$ cat src/shared/addx_pkg.sv
// constants and types for the extended-add execute block
// assumes little-endian bit numbering in instruction fields (bit 0 is the lsb)
package addx_pkg;

    // ------------------------------------------------------------
    // instruction fields
    // ------------------------------------------------------------
    localparam int INSN_W = 32;
    localparam logic [5:0] PRIMARY_OP = 6'h1F;
    localparam logic [8:0] XO_ADD_MINUS_ONE = 9'h0EA;
    localparam logic [8:0] XO_ADD_ZERO = 9'h0CA;
    localparam logic [31:0] ADDEND_MINUS_ONE = 32'hFFFFFFFF;
    localparam logic [31:0] ADDEND_ZERO = 32'h00000000;

    // ------------------------------------------------------------
    // register map (byte addresses)
    // ------------------------------------------------------------
    localparam logic [3:0] ADDR_FLAGS = 4'h0;
    localparam logic [3:0] ADDR_COND = 4'h4;
    localparam logic [3:0] ADDR_IRQ_STATUS = 4'h8;
    localparam logic [3:0] ADDR_IRQ_MASK = 4'hC;

    // flags register bit positions
    localparam int FLAG_CARRY = 0;
    localparam int FLAG_OVERFLOW = 1;
    localparam int FLAG_SUMMARY = 2;
    localparam logic [2:0] FLAGS_RESET = 3'h0;

    // condition field bit positions
    localparam int COND_SUMMARY = 0;
    localparam int COND_EQ = 1;
    localparam int COND_GT = 2;
    localparam int COND_LT = 3;
    localparam logic [3:0] COND_RESET = 4'h0;

    // interrupt event bits
    localparam int IRQ_EXEC = 0;
    localparam int IRQ_OVERFLOW = 1;
    localparam int IRQ_W = 2;
    localparam logic [1:0] IRQ_RESET = 2'h0;

    // decoded instruction
    typedef struct packed {
        logic [5:0] primary;
        logic [4:0] target_reg_field;
        logic [4:0] source_reg_field;
        logic [4:0] unused;
        logic overflow_enable;
        logic [8:0] ext_op;
        logic record_flag;
    } insn_t;

    // register-file write-back
    typedef struct packed {
        logic en;
        logic [4:0] idx;
        logic [31:0] data;
    } writeback_t;

endpackage

$ cat src/add_carry_extended_exec.sv
// execute logic for the two extended-add operations with carry, overflow and condition update
// assumes the register file answers the source read in the same cycle and a classic wishbone master
//------------------------------------------------------------
// Summary of operation
//------------------------------------------------------------
// Summary of operation
// [RULE1] minus-one form: source plus carry plus all-ones
// [RULE2] zero form: source plus carry plus zero
// [RULE3] decode primary 31, extended 234, fields
// [RULE4] decode extended 202, overflow-enable and record bits
// [RULE5] carry flag always updated from carry out
// [RULE6] overflow-enable updates overflow and summary overflow
// [RULE7] record flag updates condition field zero
// [RULE8] signed overflow; summary sticky, cleared by write
`timescale 1ns/1ps

module add_carry_extended_exec
    import addx_pkg::*;
(
    input wire logic clk_i, // core clock
    input wire logic rst_i, // synchronous reset, high
    input wire logic insn_valid_i, // instruction word offered
    input wire logic [INSN_W-1:0] insn_i, // instruction word
    output logic insn_taken_o, // word decoded as one of ours
    output logic [4:0] src_idx_o, // register file read index
    input wire logic [31:0] src_data_i, // register file read data
    output writeback_t wb_o, // registered write-back
    output logic carry_flag_o, // carry flag
    output logic overflow_flag_o, // overflow flag
    output logic summary_overflow_o, // sticky summary overflow
    output logic [3:0] cond0_o, // condition field 0: lt gt eq so
    input wire logic cyc_i, // wishbone cycle
    input wire logic stb_i, // wishbone strobe
    input wire logic we_i, // wishbone write
    input wire logic [3:0] adr_i, // wishbone byte address
    input wire logic [3:0] sel_i, // wishbone byte selects
    input wire logic [31:0] dat_i, // wishbone write data
    output logic [31:0] dat_o, // wishbone read data
    output logic ack_o, // wishbone acknowledge
    output logic irq_o // level interrupt
);

    //------------------------------------------------------------
    // decode
    //------------------------------------------------------------
    insn_t insn;
    wire logic primary_match;
    wire logic is_minus_one;
    wire logic is_zero;
    wire logic exec;
    assign insn = insn_t'(insn_i);
    assign primary_match = insn.primary == PRIMARY_OP; // RULE3 RULE4
    assign is_minus_one = primary_match && insn.ext_op == XO_ADD_MINUS_ONE; // RULE3
    assign is_zero = primary_match && insn.ext_op == XO_ADD_ZERO; // RULE4
    // the unused field is not checked: a word with junk there still executes
    assign exec = insn_valid_i && (is_minus_one || is_zero);
    assign insn_taken_o = exec;
    assign src_idx_o = insn.source_reg_field; // RULE3

    //------------------------------------------------------------
    // adder
    //------------------------------------------------------------
    logic [2:0] flags_reg;
    logic [2:0] flags_next;
    logic [3:0] cond_reg;
    logic [3:0] cond_next;
    wire logic carry_in;
    wire logic [31:0] addend;
    wire logic [32:0] src_ext;
    wire logic [32:0] addend_ext;
    wire logic [32:0] carry_ext;
    wire logic [32:0] sum;
    wire logic [31:0] result;
    wire logic carry_out;
    wire logic ovf;
    wire logic summary_after;
    wire logic res_neg;
    wire logic res_zero;
    wire logic res_pos;
    // the stored carry is used, so back-to-back adds chain through the flag
    assign carry_in = flags_reg[FLAG_CARRY];
    assign addend = is_minus_one ? ADDEND_MINUS_ONE : ADDEND_ZERO; // RULE1 RULE2
    // one spare bit on top catches the carry out
    assign src_ext = {1'b0, src_data_i};
    assign addend_ext = {1'b0, addend};
    assign carry_ext = {32'h0, carry_in};
    assign sum = src_ext + addend_ext + carry_ext; // RULE1 RULE2
    assign result = sum[31:0];
    assign carry_out = sum[32]; // RULE5
    // signed overflow: same-sign operands giving a result of the other sign
    assign ovf = (src_data_i[31] == addend[31]) && (result[31] != src_data_i[31]); // RULE8
    // sticky: only a bus write brings the summary bit back down
    assign summary_after = insn.overflow_enable ? (flags_reg[FLAG_SUMMARY] | ovf)
                                                 : flags_reg[FLAG_SUMMARY]; // RULE8
    assign res_neg = result[31]; // RULE7
    assign res_zero = result == 32'h0; // RULE7
    assign res_pos = !res_neg && !res_zero; // RULE7

    //------------------------------------------------------------
    // bus decode
    //------------------------------------------------------------
    logic ack_reg;
    logic [31:0] rdat_reg;
    logic [IRQ_W-1:0] irq_status_reg;
    logic [IRQ_W-1:0] irq_mask_reg;
    wire logic access;
    wire logic wr_lane;
    wire logic hit_flags;
    wire logic hit_cond;
    wire logic hit_status;
    wire logic hit_mask;
    wire logic wr_flags;
    wire logic wr_cond;
    wire logic wr_mask;
    wire logic rd_status;
    wire logic [31:0] rdat_next;
    wire logic [31:0] rdat_sel;
    // the access is done once, on the edge that raises ack
    assign access = cyc_i && stb_i && !ack_reg;
    // only the low byte carries bits, so a write without lane 0 is dropped
    assign wr_lane = access && we_i && sel_i[0];
    assign hit_flags = adr_i == ADDR_FLAGS;
    assign hit_cond = adr_i == ADDR_COND;
    assign hit_status = adr_i == ADDR_IRQ_STATUS;
    assign hit_mask = adr_i == ADDR_IRQ_MASK;
    assign wr_flags = wr_lane && hit_flags;
    assign wr_cond = wr_lane && hit_cond;
    assign wr_mask = wr_lane && hit_mask;
    assign rd_status = access && !we_i && hit_status;
    assign rdat_next = hit_flags ? {29'h0, flags_reg} :
                       hit_cond ? {28'h0, cond_reg} :
                       hit_status ? {30'h0, irq_status_reg} :
                       hit_mask ? {30'h0, irq_mask_reg} : 32'h0;
    // read data is zero outside ack so a stale word never leaks
    assign rdat_sel = access ? rdat_next : 32'h0;

    //------------------------------------------------------------
    // flag and condition update; an executing instruction wins over a bus write
    //------------------------------------------------------------
    always_comb begin
        flags_next = flags_reg;
        cond_next = cond_reg;
        if (wr_flags) begin
            flags_next = dat_i[2:0]; // RULE8
        end
        if (wr_cond) begin
            cond_next = dat_i[3:0];
        end
        if (exec) begin
            flags_next[FLAG_CARRY] = carry_out; // RULE5
            if (insn.overflow_enable) begin
                flags_next[FLAG_OVERFLOW] = ovf; // RULE6
                flags_next[FLAG_SUMMARY] = summary_after; // RULE6 RULE8
            end
            if (insn.record_flag) begin
                cond_next[COND_LT] = res_neg; // RULE7
                cond_next[COND_GT] = res_pos; // RULE7
                cond_next[COND_EQ] = res_zero; // RULE7
                cond_next[COND_SUMMARY] = summary_after; // RULE7
            end
        end
    end

    //------------------------------------------------------------
    // interrupts
    //------------------------------------------------------------
    wire logic [IRQ_W-1:0] irq_events;
    wire logic [IRQ_W-1:0] irq_status_next;
    wire logic [IRQ_W-1:0] irq_mask_next;
    wire logic [IRQ_W-1:0] irq_pending;
    assign irq_events[IRQ_EXEC] = exec;
    assign irq_events[IRQ_OVERFLOW] = exec && insn.overflow_enable && ovf;
    assign irq_pending = irq_status_reg & irq_mask_reg;

    // one sticky bit per event; a read clears it, but an event in the same cycle survives
    for (genvar b = 0; b < IRQ_W; b++) begin : g_irq
        assign irq_status_next[b] = (rd_status ? 1'b0 : irq_status_reg[b]) | irq_events[b];
        assign irq_mask_next[b] = wr_mask ? dat_i[b] : irq_mask_reg[b];
    end

    always_ff @(posedge clk_i) begin
        if (rst_i) begin
            irq_status_reg <= IRQ_RESET;
            irq_mask_reg <= IRQ_RESET;
        end else begin
            irq_status_reg <= irq_status_next;
            irq_mask_reg <= irq_mask_next;
        end
    end

    //------------------------------------------------------------
    // registers
    //------------------------------------------------------------
    writeback_t wb_next;
    assign wb_next = '{en: exec, idx: insn.target_reg_field, data: result}; // RULE1 RULE2 RULE3

    always_ff @(posedge clk_i) begin
        if (rst_i) begin
            flags_reg <= FLAGS_RESET;
            cond_reg <= COND_RESET;
        end else begin
            flags_reg <= flags_next;
            cond_reg <= cond_next;
        end
    end

    // write-back is registered so the register file sees a clean one-cycle strobe
    always_ff @(posedge clk_i) begin
        if (rst_i) begin
            wb_o <= '0;
        end else begin
            wb_o <= wb_next;
        end
    end

    always_ff @(posedge clk_i) begin
        if (rst_i) begin
            ack_reg <= 1'b0;
            rdat_reg <= 32'h0;
        end else begin
            ack_reg <= access;
            rdat_reg <= rdat_sel;
        end
    end

    //------------------------------------------------------------
    // outputs
    //------------------------------------------------------------
    assign ack_o = ack_reg;
    assign dat_o = rdat_reg;
    assign irq_o = |irq_pending;
    assign carry_flag_o = flags_reg[FLAG_CARRY];
    assign overflow_flag_o = flags_reg[FLAG_OVERFLOW];
    assign summary_overflow_o = flags_reg[FLAG_SUMMARY];
    assign cond0_o = cond_reg;

endmodule // add_carry_extended_exec

$ cat config.mk
export PLATFORM = sky130hd
export DESIGN_NAME = add_carry_extended_exec
export DESIGN_NICKNAME = d
export VERILOG_FILES = /design/src/shared/addx_pkg.sv /design/src/add_carry_extended_exec.sv
export SDC_FILE = /design/constraint.sdc
export NUM_CORES = 1
export LEC_CHECK = 0
export BUFFER_PORTS_ARGS = -buffer_cell sky130_fd_sc_hd__buf_2
export CAP_MARGIN = 0
export CELL_PAD_IN_SITES_DETAIL_PLACEMENT = 0
export CELL_PAD_IN_SITES_GLOBAL_PLACEMENT = 1
export CORE_UTILIZATION = 29
export CTS_BUF_LIST = sky130_fd_sc_hd__clkbuf_8 sky130_fd_sc_hd__clkbuf_16
export DETAILED_ROUTE_END_ITERATION = 16
export PLACE_DENSITY = 0.85
export SYNTH_ARGS = -nofsm -noshare
export SYNTH_HDL_FRONTEND = slang
export SYNTH_SLANG_ARGS = --single-unit
$ cat constraint.sdc
create_clock -name clk_i -period 3.65 [get_ports clk_i]
set_input_delay 0.1825 -clock clk_i [delete_from_list [all_inputs] [get_ports clk_i]]
set_output_delay 0.1825 -clock clk_i [all_outputs]
set_load 0.01 [all_outputs]
## Yosys cells after proc, flatten, opt, wreduce, memory -nomap -nowiden

Cells that the tools add are included.

| cells by class | value |
|---|---|
| add/sub/neg operators | 2 |
| equality and inequality tests | 8 |
| multiplexer cells | 14 |
| bitwise operators | 5 |
| reductions and logical operators | 28 |

Operators with widths:

| operator | count |
|---|---|
| adder 32 x 32 -> 33 bit | 1 |
| adder 33 x 1 -> 33 bit | 1 |
| logical NOT 32 bit | 1 |
| two-way mux 32 bit | 1 |
| equality test 9 x 8 -> 1 bit, second input constant | 2 |
| logical AND 1 bit | 16 |
| two-way mux 4 bit | 4 |
| two-way mux 3 bit | 3 |
| equality test 4 bit, second input constant | 2 |
| equality test 6 x 5 -> 1 bit, second input constant | 1 |
| two-way mux 2 bit | 3 |
| OR reduction 5 bit | 1 |
| equality test 4 x 3 -> 1 bit, second input constant | 1 |
| logical NOT 1 bit | 4 |
| logical NOT 4 bit | 1 |
| OR reduction 2 bit | 2 |
| two-way mux 1 bit | 3 |
| OR 1 bit | 3 |
| OR reduction 3 bit | 1 |
| AND 2 bit | 1 |
| nonzero test 2 bit | 1 |
| equality test 1 bit | 1 |
| logical OR 1 bit | 1 |
| != test 1 bit | 1 |
| NOT 1 bit | 1 |

| storage, ports and cells | value |
|---|---|
| bits in registers | 82 |
| input bits | 110 |
| output and inout port bits | 85 |
| logic and storage cells | 69 |

## Longest topological paths before layout

| logic depth | value |
|---|---|
| depth in word-level cells | 11 |
| depth in mapped cells | 16 |
| gate-level depth less buffers | 16 |

## Worst setup path before layout

No wires, ideal clock.

| timing path | value |
|---|---|
| kind | in2reg |
| start | in insn_i[3] |
| end | reg cond_reg[2], in the netlist cond0_o[2] |
| setup time | 116 ps |
| arrival | 3851 ps |
| data required time | 3534 ps |
| path slack | -318 ps |
| cell stages on the path | 15 |
| buffers on the path | 0 |
| cell sequence | nand4bb_1 > nor4_1 > nand2_1 > inv_1 > ha_1 > and3_1 > a221o_1 > a221oi_2 > o31ai_2 > and3_4 > o221ai_2 > xnor2_1 > nor4_1 > nand4_1 > o211a_1 |

| between the ends | value |
|---|---|
| longest elaborated chain between the ends | 10 |
| elaborated cells on any way between the ends | 15 |
| those cells by class | add/sub: 2; eq/ne: 2; mux: 3; reduce/logical: 8 |

RTL lines:

| item | RTL line | text |
|---|---|---|
| start: declaration | add_carry_extended_exec.sv:23 | `input wire logic [INSN_W-1:0] insn_i,` |
| equality test 9 x 8 -> 1 bit | add_carry_extended_exec.sv:53 | `assign is_minus_one = primary_match && insn.ext_op == XO_ADD_MINUS_ONE;` |
| logical AND 1 bit | add_carry_extended_exec.sv:53 |  |
| two-way mux 32 bit | add_carry_extended_exec.sv:82 | `assign addend = is_minus_one ? ADDEND_MINUS_ONE : ADDEND_ZERO;` |
| adder 32 x 32 -> 33 bit | add_carry_extended_exec.sv:87 | `assign sum = src_ext + addend_ext + carry_ext;` |
| adder 33 x 1 -> 33 bit | add_carry_extended_exec.sv:87 |  |
| logical NOT 32 bit | add_carry_extended_exec.sv:96 | `assign res_zero = result == 32'h0;` |
| logical NOT 1 bit | add_carry_extended_exec.sv:97 | `assign res_pos = !res_neg && !res_zero;` |
| logical AND 1 bit | add_carry_extended_exec.sv:97 |  |
| two-way mux 4 bit | add_carry_extended_exec.sv:155 | `if (insn.record_flag) begin` |
| two-way mux 4 bit * | add_carry_extended_exec.sv:149 | `if (exec) begin` |
| end signal: assignment | add_carry_extended_exec.sv:203 | `cond_reg <= cond_next;` |
| end: declaration | add_carry_extended_exec.sv:65 | `logic [3:0] cond_reg;` |

Mark *: on every way between the ends. The rest lies on a longest branch, timed or not.
A chain may end at the register's enable or synchronous reset.

## Worst setup path in the final report

Ends and elaborated chain as after synthesis.

==> insert_results.sql <==
INSERT INTO impl_metrics (metric_group, metric, value, unit) VALUES
('timing', 'grt_setup_unrepaired', 'yes', ''),
('critical_path', 'critical_path.slowest_cell', 'sky130_fd_sc_hd__nor4_2', ''),
('clock_tree', 'clock-sinks', '54', ''),
('timing', 'final.setup_skew', '0.00590', 'ns'),
('logic_synthesis', 'fraction_of_post_synthesis_cell_area_in_the_top_cell_type_by_area', '28.2', '%'),
('cells_and_area', 'syn2layout_area_growth', '41.8', '%'),
('logic_synthesis', 'synth_most_common_cell', 'sky130_fd_sc_hd__dfxtp_1', ''),
('placed_design', 'post-dp-hpwl', '9160', 'um'),
('global_route', 'first_global_vias', '3573', ''),
('critical_path', 'worstPathBufferInverterCount', '4', ''),
('detailed_routing', 'drt-vias-per-instance', '4.67', ''),
('power', 'power.clock.fraction', '33.9', '%'),
('critical_path', 'worstSetupEndpointType', 'flop', ''),
('logic_synthesis', 'cell_types_occupying_the_most_area_after_synthesis', 'sky130_fd_sc_hd__dfxtp_1, sky130_fd_sc_hd__ha_1, sky130_fd_sc_hd__buf_4', ''),
('logic_synthesis', 'netlist_area', '0.00383', 'sq mm'),
('critical_path', 'worstSetupStartpointType', 'input pin', ''),
('power', 'netSwitchingFraction', '25.8', '%'),
('floorplan', 'floorplan.die.width', '117', 'um'),
('logic_synthesis', 'synth_enable_flop_cells', '0', ''),
('critical_path', 'critical-path-max-stage-delay', '0.35', 'ns'),
('critical_path', 'worstPathArrival', '3.74', 'ns'),
('critical_path', 'cp_required', '3.84', 'ns'),
('run_status', 'outcome', 'finished, final reports clean', ''),
('cells_and_area', 'post_route_cells_drive_above_1_share', '38.5', '%'),
('clock_tree', 'clk_root_buffer_cell', 'sky130_fd_sc_hd__clkbuf_16', ''),
('power', 'net-switching-power', '0.342', 'mW'),
('power', 'post-layout-total-power', '1.32', 'mW'),
('global_route', 'grt_usage', '15.9', '%'),
('global_route', 'grt_antenna_before_repair', '0', ''),
('timing', 'timing.final.crit_share', '97.4', '%'),
('power', 'p_int', '0.981', 'mW'),
('timing', 'tightest_slew', '0.937', 'ns'),
('clock_tree', 'clk_buf_depth', '2', ''),
('detailed_routing', 'finalWirelength', '10900', 'um'),
('detailed_routing', 'detailedRoute.firstIterationViolations', '164', ''),
('detailed_routing', 'firstDrtPassIters', '4', ''),
('clock_tree', 'holdBufCountCts', '0', ''),
('global_route', 'grt_start_max_net_pins', '55', ''),
('detailed_routing', 'via_count', '3897', ''),
('floorplan', 'floorplan.initialDensity', '30.0', '%'),
('timing', 'final-max-slew-violation-count', '0', ''),
('hold_path', 'min_path_type', 'input pin to flop', ''),
('global_route', 'remaining_global_route_overflow', '0', ''),
('cells_and_area', 'num_antenna_cells', '0', ''),
('power', 'max_rail_drop_vdd', '0.139', 'mV'),
('timing', 'tns', '0', 'ns'),
('global_route', 'grt_first_pass_wirelength', '17000', 'um'),
('critical_path', 'critPathMaxFanout', '16', ''),
('timing', 'maxSlewHeadroom', '37.5', '%'),
('logic_synthesis', 'async_reset_ff_share', '0', '%'),
('clock_tree', 'path_clk_slew', '0.07', 'ns'),
('logic_synthesis', 'synth_top_flop_cell', 'sky130_fd_sc_hd__dfxtp_1', ''),
('cells_and_area', 'fillCellCount', '1264', ''),
('cells_and_area', 'finalNetCount', '805', ''),
('cells_and_area', 'largest_register_ffs', '38', ''),
('clock_tree', 'tritoncts', 'yes', ''),
('critical_path', 'critPathKind', 'input pin to flop', ''),
('critical_path', 'regToRegSetupSlack', '0.20', 'ns'),
('placed_design', 'gp_routability_congestion', '0.874', ''),
('clock_tree', 'number_of_buffers_created_by_cts', '5', ''),
('timing', 'fin_hold_ws', '0.113', 'ns'),
('power', 'p_per_area', '243', 'mW/mm^2'),
('floorplan', 'ioPinCount', '195', ''),
('logic_synthesis', 'synth.distinct_cells', '64', ''),
('timing', 'min_period', '3.55', 'ns'),
('floorplan', 'floorplan.core_area', '0.0128', 'sq mm'),
('timing', 'finalHoldViolCount', '0', ''),
('floorplan', 'die_area', '0.0137', 'sq mm'),
('logic_synthesis', 'seq_area_frac_synth', '28.2', '%'),
('logic_synthesis', 'yosysWarningCount', '0', ''),
('job', 'drv_cap', '0', '');
per-layer routing:
metal | routed length [um] | global-route usage, %
met2 | 5100 | 28.2
met4 | 197 | 5.91
met3 | 594 | 1.91
met5 | 0 | 0
met1 | 5030 | 19.7
timing repair:
item / CTS / global route
buffers inserted: 0 / 2
setup endpoints to repair: 0 / 8
resized for setup: 0 / 12
layout make-up:
class                   count  area (sq um)  area share, %
repair buffers            214          1320           24.3
inverters                  13          52.6          0.967
flip-flops and latches     54          1080           19.9
multi-input cells         374          2630           48.4
clock buffers               5           125           2.30
well taps                 172           215           3.96
clock inverters             2          11.3          0.207
kinds of logic (layout without fill, tap and decap cells):
logic type	Yosys count	after routing	synth area share (%)
simple gates	168	168	22.4
compound gates	104	104	18.1
xor+xnor	30	30	6.85
flops	54	54	28.2
fa+ha+maj	33	33	11.2
other cells	1	28	0.0978
mux	11	11	3.59
buf+inv	64	234	9.60
cell usage in the layout (no fill, tap or decap), drive strengths merged, types with 10 or more instances in the layout:
cell,netlist,final
dfxtp,54,54
conb,1,28
nor2,51,51
nor2b,15,15
inv,13,13
buf,36,214
xnor2,16,16
a21oi,37,37
xor2,14,14
o21ai,16,16
nand3,10,10
nand2,37,37
ha,31,31
worst paths after layout:
kind                                  start               endpoint  depth (start not counted)
setup reg to reg  flags_reg[0]$_SDFFE_PP0P_  cond0_o[2]$_SDFF_PP0_                         15
hold reg to reg       cond0_o[3]$_SDFF_PP0_    dat_o[3]$_SDFF_PP0_                          2
setup / recovery                  insn_i[3]  cond0_o[2]$_SDFF_PP0_                         18
hold / removal                   insn_i[24]    wb_o[35]$_SDFF_PP0_                          2
per-stage QoR:
stage | utilization, % | area, sq um | instances | setup WS (ns)
floorplan | - | 4030 | 492 | 0.000440
global placement | 40.9 | 5230 | 825 | -0.223
detailed placement | 40.9 | 5230 | 825 | -0.245
CTS | 42.0 | 5360 | 832 | 0.0490
global route | 42.6 | 5440 | 834 | -0.126
finish | 42.6 | 5440 | 834 | 0.0962
power groups by stage:
stage / clock network [mW] / logic, mW / registers (mW)
floorplan: 0 / 0.138 / 0.643
global placement: 0 / 0.251 / 0.629
detailed placement: 0 / 0.255 / 0.630
CTS: 0.458 / 0.257 / 0.617
global route: 0.483 / 0.285 / 0.618
finish: 0.449 / 0.258 / 0.616
Note: power is estimated with default switching activity, not from simulation.
